File: src/serdes_test_pkg.sv
// Constants shared by the serial-lane test status and error counting logic.
// Assumes a 32-bit register port with byte offsets on an 8-bit address.
package serdes_test_pkg;

  // Register port geometry.
  localparam int ADDR_W = 8;
  localparam int DATA_W = 32;

  // Register byte offsets.
  localparam logic [ADDR_W-1:0] TEST_CTRL_OFFSET   = 8'hbc;
  localparam logic [ADDR_W-1:0] SYNC_STATUS_OFFSET = 8'hc4;
  localparam logic [ADDR_W-1:0] CNT_CFG_OFFSET     = 8'hc8;
  localparam logic [ADDR_W-1:0] CNT01_OFFSET       = 8'hcc;
  localparam logic [ADDR_W-1:0] IRQ_STATUS_OFFSET  = 8'he0;
  localparam logic [ADDR_W-1:0] IRQ_ENABLE_OFFSET  = 8'he4;
  localparam logic [ADDR_W-1:0] IRQ_CLEAR_OFFSET   = 8'he8;

  // Lane and port geometry.
  localparam int LANES     = 8;
  localparam int PORTS     = 3;
  localparam int ALL_LANES = LANES * PORTS;

  // Test control register fields.
  localparam int ENABLE_LSB     = 0;
  localparam int INVERT_BIT     = 24;
  localparam int TX_RESYNC_BIT  = 25;
  localparam int RX_RESYNC_BIT  = 26;
  localparam logic [DATA_W-1:0] TEST_CTRL_RESET = 32'h00ff_ffff;

  // Count configuration fields: counter k has its lane select at 5k, port select above it.
  localparam int LANE_SEL_W   = 3;
  localparam int PORT_SEL_W   = 2;
  localparam int SEL_STRIDE   = LANE_SEL_W + PORT_SEL_W;
  localparam int COUNTERS_ALL = 6;
  localparam int CFG_USED_W   = SEL_STRIDE * COUNTERS_ALL;
  localparam logic [CFG_USED_W-1:0] CNT_CFG_RESET = 30'h0000_0000;

  // Port select encodings.
  localparam logic [PORT_SEL_W-1:0] PORT_SEL_A = 2'h0;
  localparam logic [PORT_SEL_W-1:0] PORT_SEL_B = 2'h1;
  localparam logic [PORT_SEL_W-1:0] PORT_SEL_C = 2'h2;

  // Error counters.
  localparam int CNT_W    = 16;
  localparam int CNT1_LSB = 16;

  // Interrupt status bits.
  localparam int IRQ_W        = 3;
  localparam int IRQ_SYNC_BIT = 0;
  localparam int IRQ_SAT0_BIT = 1;
  localparam int IRQ_SAT1_BIT = 2;
  localparam logic [IRQ_W-1:0] IRQ_RESET = 3'h0;

endpackage

File: src/sat_clear_counter.sv
// Saturating event counter with an atomic clear-on-read.
// Assumes inc and clr come from logic on the same clock.
`timescale 1ns/1ps
module sat_clear_counter #(
  parameter int WIDTH = 16
) (
  // Clock and reset.
  input  wire logic             ref_clk,
  input  wire logic             rst,
  // Control.
  input  wire logic             inc,
  input  wire logic             clr,
  // State.
  output logic [WIDTH-1:0]      count_q,
  output logic                  sat_hit
);

  localparam logic [WIDTH-1:0] MAX_COUNT = {WIDTH{1'b1}};
  localparam logic [WIDTH-1:0] ONE       = {{(WIDTH-1){1'b0}}, 1'b1};

  logic [WIDTH-1:0] count_d;

  always_comb begin
    count_d = count_q;
    if (clr) begin
      count_d = inc ? ONE : '0;
    end else if (inc && count_q != MAX_COUNT) begin
      count_d = count_q + ONE;
    end
    sat_hit = (count_d == MAX_COUNT) && (count_q != MAX_COUNT);
  end

  always_ff @(posedge ref_clk) begin
    if (rst) begin
      count_q <= '0;
    end else begin
      count_q <= count_d;
    end
  end

endmodule

File: src/serdes_test_sync_error_count.sv
// Sync status flags and selectable lane error counters for serial-lane test mode.
// Assumes checker sync and error inputs and the mode inputs are on ref_clk.
`timescale 1ns/1ps
module serdes_test_sync_error_count #(
  parameter int LANES = serdes_test_pkg::LANES
) (
  // Clock and reset.
  input  wire logic                                ref_clk,
  input  wire logic                                rst,
  // Register port.
  input  wire logic [serdes_test_pkg::ADDR_W-1:0]  reg_addr,
  input  wire logic [serdes_test_pkg::DATA_W-1:0]  reg_wr_data,
  input  wire logic                                reg_wr,
  input  wire logic                                reg_rd,
  output logic [serdes_test_pkg::DATA_W-1:0]       reg_rd_data,
  // Switch mode.
  input  wire logic                                test_mode_active,
  input  wire logic                                test_mode_sync_needed,
  // Pattern checkers.
  input  wire logic [3*LANES-1:0]                  lane_sync_done,
  input  wire logic [3*LANES-1:0]                  lane_error,
  // Lane control.
  output logic [3*LANES-1:0]                       lane_participate,
  output logic                                     tx_resync,
  output logic                                     rx_resync,
  output logic                                     invert_tx_stream,
  // Selectors for counters 2 to 5.
  output logic [19:0]                              extra_counter_select,
  // Interrupt.
  output logic                                     irq
);

  localparam int NL = 3 * LANES;
  localparam int DW = serdes_test_pkg::DATA_W;
  localparam int CW = serdes_test_pkg::CNT_W;
  localparam int SW = serdes_test_pkg::SEL_STRIDE;
  localparam int IW = serdes_test_pkg::IRQ_W;

  // Register state.
  logic [NL-1:0]                           enable_q;
  logic [NL-1:0]                           enable_d;
  logic                                    invert_q;
  logic                                    invert_d;
  logic [serdes_test_pkg::CFG_USED_W-1:0]  cfg_q;
  logic [serdes_test_pkg::CFG_USED_W-1:0]  cfg_d;
  logic [NL-1:0]                           sync_q;
  logic [NL-1:0]                           sync_d;
  logic [IW-1:0]                           irq_status_q;
  logic [IW-1:0]                           irq_status_d;
  logic [IW-1:0]                           irq_enable_q;
  logic [IW-1:0]                           irq_enable_d;
  logic [DW-1:0]                           rd_data_q;
  logic [DW-1:0]                           rd_data_d;
  logic [NL-1:0]                           participate_q;
  logic [NL-1:0]                           participate_d;
  logic                                    tx_resync_q;
  logic                                    tx_resync_d;
  logic                                    rx_resync_q;
  logic                                    rx_resync_d;

  // Decoded accesses.
  logic                                    wr_ctrl;
  logic                                    wr_sync;
  logic                                    wr_cfg;
  logic                                    wr_irq_en;
  logic                                    wr_irq_clr;
  logic                                    rd_counts;

  // Counter datapath.
  logic [CW-1:0]                           count0;
  logic [CW-1:0]                           count1;
  logic                                    inc0;
  logic                                    inc1;
  logic                                    sat0;
  logic                                    sat1;
  logic [NL-1:0]                           active_lanes;
  logic [NL-1:0]                           sync_set;

  // Picks the error of one lane of one port; the reserved port code picks none.
  function automatic logic pick_error(
    input logic [NL-1:0]                               errors,
    input logic [serdes_test_pkg::PORT_SEL_W-1:0]      port_sel,
    input logic [serdes_test_pkg::LANE_SEL_W-1:0]      lane_sel
  );
    logic hit;
    hit = 1'b0;
    case (port_sel)
      serdes_test_pkg::PORT_SEL_A: begin
        hit = errors[0*LANES + int'(lane_sel)];
      end
      serdes_test_pkg::PORT_SEL_B: begin
        hit = errors[1*LANES + int'(lane_sel)];
      end
      serdes_test_pkg::PORT_SEL_C: begin
        hit = errors[2*LANES + int'(lane_sel)];
      end
      default: begin
        hit = 1'b0;
      end
    endcase
    return hit;
  endfunction

  // Address decode.
  always_comb begin
    wr_ctrl    = reg_wr && (reg_addr == serdes_test_pkg::TEST_CTRL_OFFSET);
    wr_sync    = reg_wr && (reg_addr == serdes_test_pkg::SYNC_STATUS_OFFSET);
    wr_cfg     = reg_wr && (reg_addr == serdes_test_pkg::CNT_CFG_OFFSET);
    wr_irq_en  = reg_wr && (reg_addr == serdes_test_pkg::IRQ_ENABLE_OFFSET);
    wr_irq_clr = reg_wr && (reg_addr == serdes_test_pkg::IRQ_CLEAR_OFFSET);
    rd_counts  = reg_rd && (reg_addr == serdes_test_pkg::CNT01_OFFSET);
  end

  // Test control register and lane participation.
  always_comb begin
    enable_d    = enable_q;
    invert_d    = invert_q;
    tx_resync_d = 1'b0;
    rx_resync_d = 1'b0;
    if (wr_ctrl) begin
      enable_d = reg_wr_data[serdes_test_pkg::ENABLE_LSB +: NL];
      invert_d = reg_wr_data[serdes_test_pkg::INVERT_BIT];
      tx_resync_d = reg_wr_data[serdes_test_pkg::TX_RESYNC_BIT]
                    && test_mode_active && test_mode_sync_needed;
      rx_resync_d = reg_wr_data[serdes_test_pkg::RX_RESYNC_BIT]
                    && test_mode_active && test_mode_sync_needed;
    end
    active_lanes  = test_mode_active ? enable_q : '0;
    participate_d = active_lanes;
  end

  always_ff @(posedge ref_clk) begin
    if (rst) begin
      enable_q      <= serdes_test_pkg::TEST_CTRL_RESET[serdes_test_pkg::ENABLE_LSB +: NL];
      invert_q      <= serdes_test_pkg::TEST_CTRL_RESET[serdes_test_pkg::INVERT_BIT];
      tx_resync_q   <= 1'b0;
      rx_resync_q   <= 1'b0;
      participate_q <= '0;
    end else begin
      enable_q      <= enable_d;
      invert_q      <= invert_d;
      tx_resync_q   <= tx_resync_d;
      rx_resync_q   <= rx_resync_d;
      participate_q <= participate_d;
    end
  end

  // Sync achieved flags.
  always_comb begin
    sync_set = active_lanes & lane_sync_done;
    sync_d   = sync_q;
    if (wr_sync) begin
      sync_d = sync_d & ~reg_wr_data[NL-1:0];
    end
    sync_d = sync_d | sync_set;
  end

  always_ff @(posedge ref_clk) begin
    if (rst) begin
      sync_q <= '0;
    end else begin
      sync_q <= sync_d;
    end
  end

  // Count configuration register.
  always_comb begin
    cfg_d = cfg_q;
    if (wr_cfg) begin
      cfg_d = reg_wr_data[serdes_test_pkg::CFG_USED_W-1:0];
    end
  end

  always_ff @(posedge ref_clk) begin
    if (rst) begin
      cfg_q <= serdes_test_pkg::CNT_CFG_RESET;
    end else begin
      cfg_q <= cfg_d;
    end
  end

  // Error selection for counters 0 and 1.
  always_comb begin
    inc0 = pick_error(lane_error & active_lanes,
                      cfg_q[0*SW + serdes_test_pkg::LANE_SEL_W +: serdes_test_pkg::PORT_SEL_W],
                      cfg_q[0*SW +: serdes_test_pkg::LANE_SEL_W]);
    inc1 = pick_error(lane_error & active_lanes,
                      cfg_q[1*SW + serdes_test_pkg::LANE_SEL_W +: serdes_test_pkg::PORT_SEL_W],
                      cfg_q[1*SW +: serdes_test_pkg::LANE_SEL_W]);
  end

  sat_clear_counter #(
    .WIDTH   (CW)
  ) u_counter0 (
    .ref_clk (ref_clk),
    .rst     (rst),
    .inc     (inc0),
    .clr     (rd_counts),
    .count_q (count0),
    .sat_hit (sat0)
  );

  sat_clear_counter #(
    .WIDTH   (CW)
  ) u_counter1 (
    .ref_clk (ref_clk),
    .rst     (rst),
    .inc     (inc1),
    .clr     (rd_counts),
    .count_q (count1),
    .sat_hit (sat1)
  );

  // Interrupt status, enable and clear.
  always_comb begin
    irq_enable_d = irq_enable_q;
    if (wr_irq_en) begin
      irq_enable_d = reg_wr_data[IW-1:0];
    end
    irq_status_d = irq_status_q;
    if (wr_irq_clr) begin
      irq_status_d = irq_status_d & ~reg_wr_data[IW-1:0];
    end
    // A new event in the clearing cycle survives the clear.
    irq_status_d[serdes_test_pkg::IRQ_SYNC_BIT] =
      irq_status_d[serdes_test_pkg::IRQ_SYNC_BIT] || (|(sync_set & ~sync_q));
    irq_status_d[serdes_test_pkg::IRQ_SAT0_BIT] =
      irq_status_d[serdes_test_pkg::IRQ_SAT0_BIT] || sat0;
    irq_status_d[serdes_test_pkg::IRQ_SAT1_BIT] =
      irq_status_d[serdes_test_pkg::IRQ_SAT1_BIT] || sat1;
  end

  always_ff @(posedge ref_clk) begin
    if (rst) begin
      irq_enable_q <= serdes_test_pkg::IRQ_RESET;
      irq_status_q <= serdes_test_pkg::IRQ_RESET;
    end else begin
      irq_enable_q <= irq_enable_d;
      irq_status_q <= irq_status_d;
    end
  end

  // Read data, answered in the cycle after the strobe.
  always_comb begin
    rd_data_d = '0;
    if (reg_rd) begin
      case (reg_addr)
        serdes_test_pkg::TEST_CTRL_OFFSET: begin
          rd_data_d[serdes_test_pkg::ENABLE_LSB +: NL] = enable_q;
          rd_data_d[serdes_test_pkg::INVERT_BIT]       = invert_q;
        end
        serdes_test_pkg::SYNC_STATUS_OFFSET: begin
          rd_data_d[NL-1:0] = sync_q;
        end
        serdes_test_pkg::CNT_CFG_OFFSET: begin
          rd_data_d[serdes_test_pkg::CFG_USED_W-1:0] = cfg_q;
        end
        serdes_test_pkg::CNT01_OFFSET: begin
          rd_data_d[0 +: CW]                        = count0;
          rd_data_d[serdes_test_pkg::CNT1_LSB +: CW] = count1;
        end
        serdes_test_pkg::IRQ_STATUS_OFFSET: begin
          rd_data_d[IW-1:0] = irq_status_q;
        end
        serdes_test_pkg::IRQ_ENABLE_OFFSET: begin
          rd_data_d[IW-1:0] = irq_enable_q;
        end
        default: begin
          rd_data_d = '0;
        end
      endcase
    end
  end

  always_ff @(posedge ref_clk) begin
    if (rst) begin
      rd_data_q <= '0;
    end else begin
      rd_data_q <= rd_data_d;
    end
  end

  // Outputs.
  always_comb begin
    reg_rd_data          = rd_data_q;
    lane_participate     = participate_q;
    tx_resync            = tx_resync_q;
    rx_resync            = rx_resync_q;
    invert_tx_stream     = invert_q;
    extra_counter_select = cfg_q[serdes_test_pkg::CFG_USED_W-1:2*SW];
    irq                  = |(irq_status_q & irq_enable_q);
  end

endmodule

File: config.mk
export PLATFORM = sky130hd
export DESIGN_NAME = serdes_test_sync_error_count
export DESIGN_NICKNAME = d
export VERILOG_FILES = /design/src/serdes_test_pkg.sv /design/src/sat_clear_counter.sv /design/src/serdes_test_sync_error_count.sv
export SDC_FILE = /design/constraint.sdc
export NUM_CORES = 1
export LEC_CHECK = 0
export BUFFER_PORTS_ARGS = -buffer_cell sky130_fd_sc_hd__clkbuf_2
export CAP_MARGIN = 25
export CORE_ASPECT_RATIO = 1.4
export CORE_MARGIN = 4
export CORE_UTILIZATION = 40
export CTS_CLUSTER_DIAMETER = 60
export CTS_CLUSTER_SIZE = 20
export DETAILED_ROUTE_END_ITERATION = 16
export GPL_ROUTABILITY_DRIVEN = 0
export PLACE_DENSITY_LB_ADDON = 0.15
export SLEW_MARGIN = 0
export SYNTH_ARGS = -nofsm -noshare
export SYNTH_HDL_FRONTEND = slang
export SYNTH_SLANG_ARGS = --single-unit
File: constraint.sdc
create_clock -name ref_clk -period 2.5 [get_ports ref_clk]
set_clock_uncertainty 0.05 [all_clocks]
set_input_delay 0.375 -clock ref_clk [delete_from_list [all_inputs] [get_ports ref_clk]]
set_output_delay 0.375 -clock ref_clk [all_outputs]
set_load 0.05 [all_outputs]
==> results by group <==
Run status
  • Status: complete, but fails checks
  • Failing checks: setup timing

Finish
  • Share of layout cells above drive strength 1: 0.3112
  • Layout Nets: 1,321
  • Ant. Diodes: 0
  • Area growth, synth to finish: 32.07%
  • Fillers: approximately 1,900

Clocking
  • TritonCTS clock tree: done
  • CTS clock-pin slew for the worst setup and hold paths: about 70 ps
  • H-tree levels: 4
  • # hold bufs at CTS: 0
  • Worst skew pair latency: approximately 430 ps
  • Clock Sinks: approximately 180
  • CTS buffer count: 17
  • Root buffer cell: clkbuf_16
  • Clock Tree Buf Depth: 2

Worst setup path
  • Crit-path cells: buf_6 > o21ai_0 > mux4_2 > nand3_2 > o41ai_4 > buf_4 > and2_4 > o211a_1 > or4_1 > o31ai_1
  • Crit-path slowest cell: mux4_2
  • FF-to-FF path depth: 10
  • CP startpoint kind: flop
  • Critical Path End Type: flop
  • WP data arrival: 2980 ps
  • Crit Path Category: flop to flop
  • Data required time of the critical path: 2790 ps
  • Biggest fanout along the worst timing path: 8
  • Max stage delay on crit path: 500 ps

Run
  • MaxCap Viol Count: 0

Placement
  • I/O Buffers: roughly 170
  • Pre-CTS setup slack: -502.9 ps
  • Hpwl dp: approximately 22 mm

Synthesis
  • Cell taking the most area after synthesis: dfxtp_1
  • Synth warn: 0
  • Share of the synthesized area in the top cell type: 0.4303
  • Syn Std Cell Area: between 0.008 and 0.009 sq mm
  • Post-synthesis sequential area ratio: 0.4303
  • Mapped Cells: 990
  • Synth Flop Type: dfxtp_1
  • Flops & latches, synth: approximately 180
  • Top cells by count, synth: nand2_1 (191), dfxtp_1 (175), a21oi_1 (71), nand3_1 (66), clkbuf_1 (55)
  • Post-synth cell types: 64
  • Top cells by area, synth: dfxtp_1 (43%), nand2_1 (8.8%), a21oi_1 (4.4%), nand3_1 (4.1%), and3_1 (3.0%)
  • Count leader, synth: nand2_1
  • Synth async-reset ratio: 0
  • Number of flops mapped to enable cells by yosys: 0
  • Avg Cell Area, Syn: around 8.2 sq um
  • Syn_nets: 1,086

STA
  • Setup violations, final: 2
  • Final Slew Violations: 0
  • Tcrit/Tclk final: 1.074
  • Fin worst setup slack: -185.5 ps
  • Worst slew pin tran: roughly 740 ps
  • Final TNS setup: -261.5 ps
  • Hold WS: 110.3 ps
  • RSZ-0062 raised after global routing: yes
  • Period minus WS final: about 2700 ps
  • Max Freq: approximately 370 MHz
  • Final hold violation count: 0
  • Slew HR: 0.5045

Die
  • Die Y: between 150 and 200 um
  • Starting Density: 0.4087
  • Core Area: approximately 0.02 sq mm
  • Row count: ~60
  • Die X: between 100 and 150 um
  • # IOs: ~170
  • Die Area: around 0.023 sq mm

Drt
  • Detailed Routing Iterations Pass 1: 5
  • Drt drc: 0
  • Routed WL per cell: 20.22 um
  • 1st-iter DRT viols: about 860
  • Routed Antenna Nets: 0
  • Via density: between 5 and 6
  • Routed vias: 8,465
  • Post-Route WL: 30.12 mm

Hold path
  • Class of the most critical hold timing path: input port to flop
  • Hold path cells: 3

Power and ir drop
  • Sequential share of power: 0.471
  • VDD IR max: 473.1 uV
  • Total power: approximately 6 mW
  • PD cells: approximately 570 mW/mm^2
  • Switching pwr: around 1.6 mW
  • Sw Share: 0.2545
  • Power share of the clock group: 0.447
  • Pint: about 4.5 mW
  • Comb power frac: 0.082
  • Static leakage: 4.403 nW

GRT
  • Vias in the first global route: between 8,000 and 9,000
  • Total grt overflow: 0
  • Largest net degree at the start of global routing: between 90 and 100
  • Global-route wire length before repair: roughly 46 mm
  • Total track usage: 0.2616
  • Initial antenna violation count: 1
[through the flow]
step / instance area (sq um) / util / instances
floorplan: 8169 / - / 990
global placement: 9967 / 0.5003 / 1451
detailed placement: 9967 / 0.5003 / 1451
CTS: 10660 / 0.5350 / 1487
global route: 10750 / 0.5398 / 1489
finish: 10750 / 0.5398 / 1489
[cell type report]
class | count | area [sq um] | area share
Sequential cell | 175 | 3522 | 0.3276
Clock inverter | 13 | 153.9 | 0.01431
Inverter | 5 | 18.77 | 0.001745
Tap cell | 252 | 315.3 | 0.02932
Timing Repair Buffer | 311 | 2061 | 0.1916
Multi-Input combinational cell | 715 | 4243 | 0.3946
Clock buffer | 18 | 439.2 | 0.04084
[power by group through the flow]
stage | Combinational [mW] | Sequential (mW) | Clock [mW]
3_3_place_gp | 0.479 | 2.94 | 0
5_1_grt | 0.532 | 2.88 | 2.87
3_5_place_dp | 0.481 | 2.94 | 0
6_report | 0.499 | 2.87 | 2.72
4_1_cts | 0.490 | 2.87 | 2.76
2_1_floorplan | 0.185 | 3.01 | 0
[layer usage]
metal  vias up  part of all wire  wire length [um]  GRT usage
met1      4004              0.38             11500     0.3093
met5         -           0.00043                13          0
met4         2             0.057              1727     0.1353
li1       3972                 -                 -          -
met2       387              0.50             14990     0.4491
met3       100             0.062              1880    0.04680
[path summary, 6_finish.rpt]
kind | startpoint | to | slack, ps
setup / recovery | cfg_q[0] | irq_status_q[1] | -190
hold / removal | reg_wr_data[28] | cfg_q[28] | 110
setup reg to reg | cfg_q[0] | irq_status_q[1] | -190
hold reg to reg | cfg_q[10] | cfg_q[10] | 430
[kinds of logic (layout without fill, tap and decap cells)]
kind of cell | count (synthesis) | count (layout) | synth area share
AND/OR/NAND/NOR | 460 | 460 | 0.2792
buffers and inverters | 100 | 347 | 0.06332
adder cells (fa/ha/maj) | 2 | 2 | 0.003073
flip-flops | 175 | 175 | 0.4303
AO/OA/AOI/OAI | 210 | 210 | 0.1735
multiplexers | 14 | 14 | 0.01936
XOR/XNOR | 29 | 29 | 0.03120
[layout by cell type, fill, tap and decap left out, types with 20 or more instances in the layout]
master	Yosys	layout
nor2_1	54	52
and2_1	28	27
nand2_1	191	191
clkbuf_2	0	170
xor2_1	20	20
a211o_1	25	25
a31oi_1	26	25
nand3_1	66	62
dfxtp_1	175	166
and3_1	39	39
a21oi_1	71	71
buf_4	22	122
[flip-flops by register name (all words and copies together), names as in the netlist]
signal,flops
cfg_q,30
enable_q,24
invert_tx_stream,1
irq_enable_q,3
irq_status_q,3
lane_participate,24
reg_rd_data,32
rx_resync,1
sync_q,24
tx_resync,1
u_counter0.count_q,16
u_counter1.count_q,16
[worst max-delay path, delay by kind of cell (launching register included)]
family | cells | cell delay [ps]
muxes | 1 | 500
buffers and inverters | 2 | 280
DFF | 1 | 390
and+or+nand+nor | 3 | 760
AOI/OAI and AO/OA | 4 | 590
[what timing repair did]
item                                    4_1_cts  5_1_grt
resized for setup                            26       18
pin swaps                                     9       13
setup buffers                                 7        2
cloned                                        0        0
endpoints found under the setup margin       15        5
Note: power is estimated with default switching activity, not from simulation.
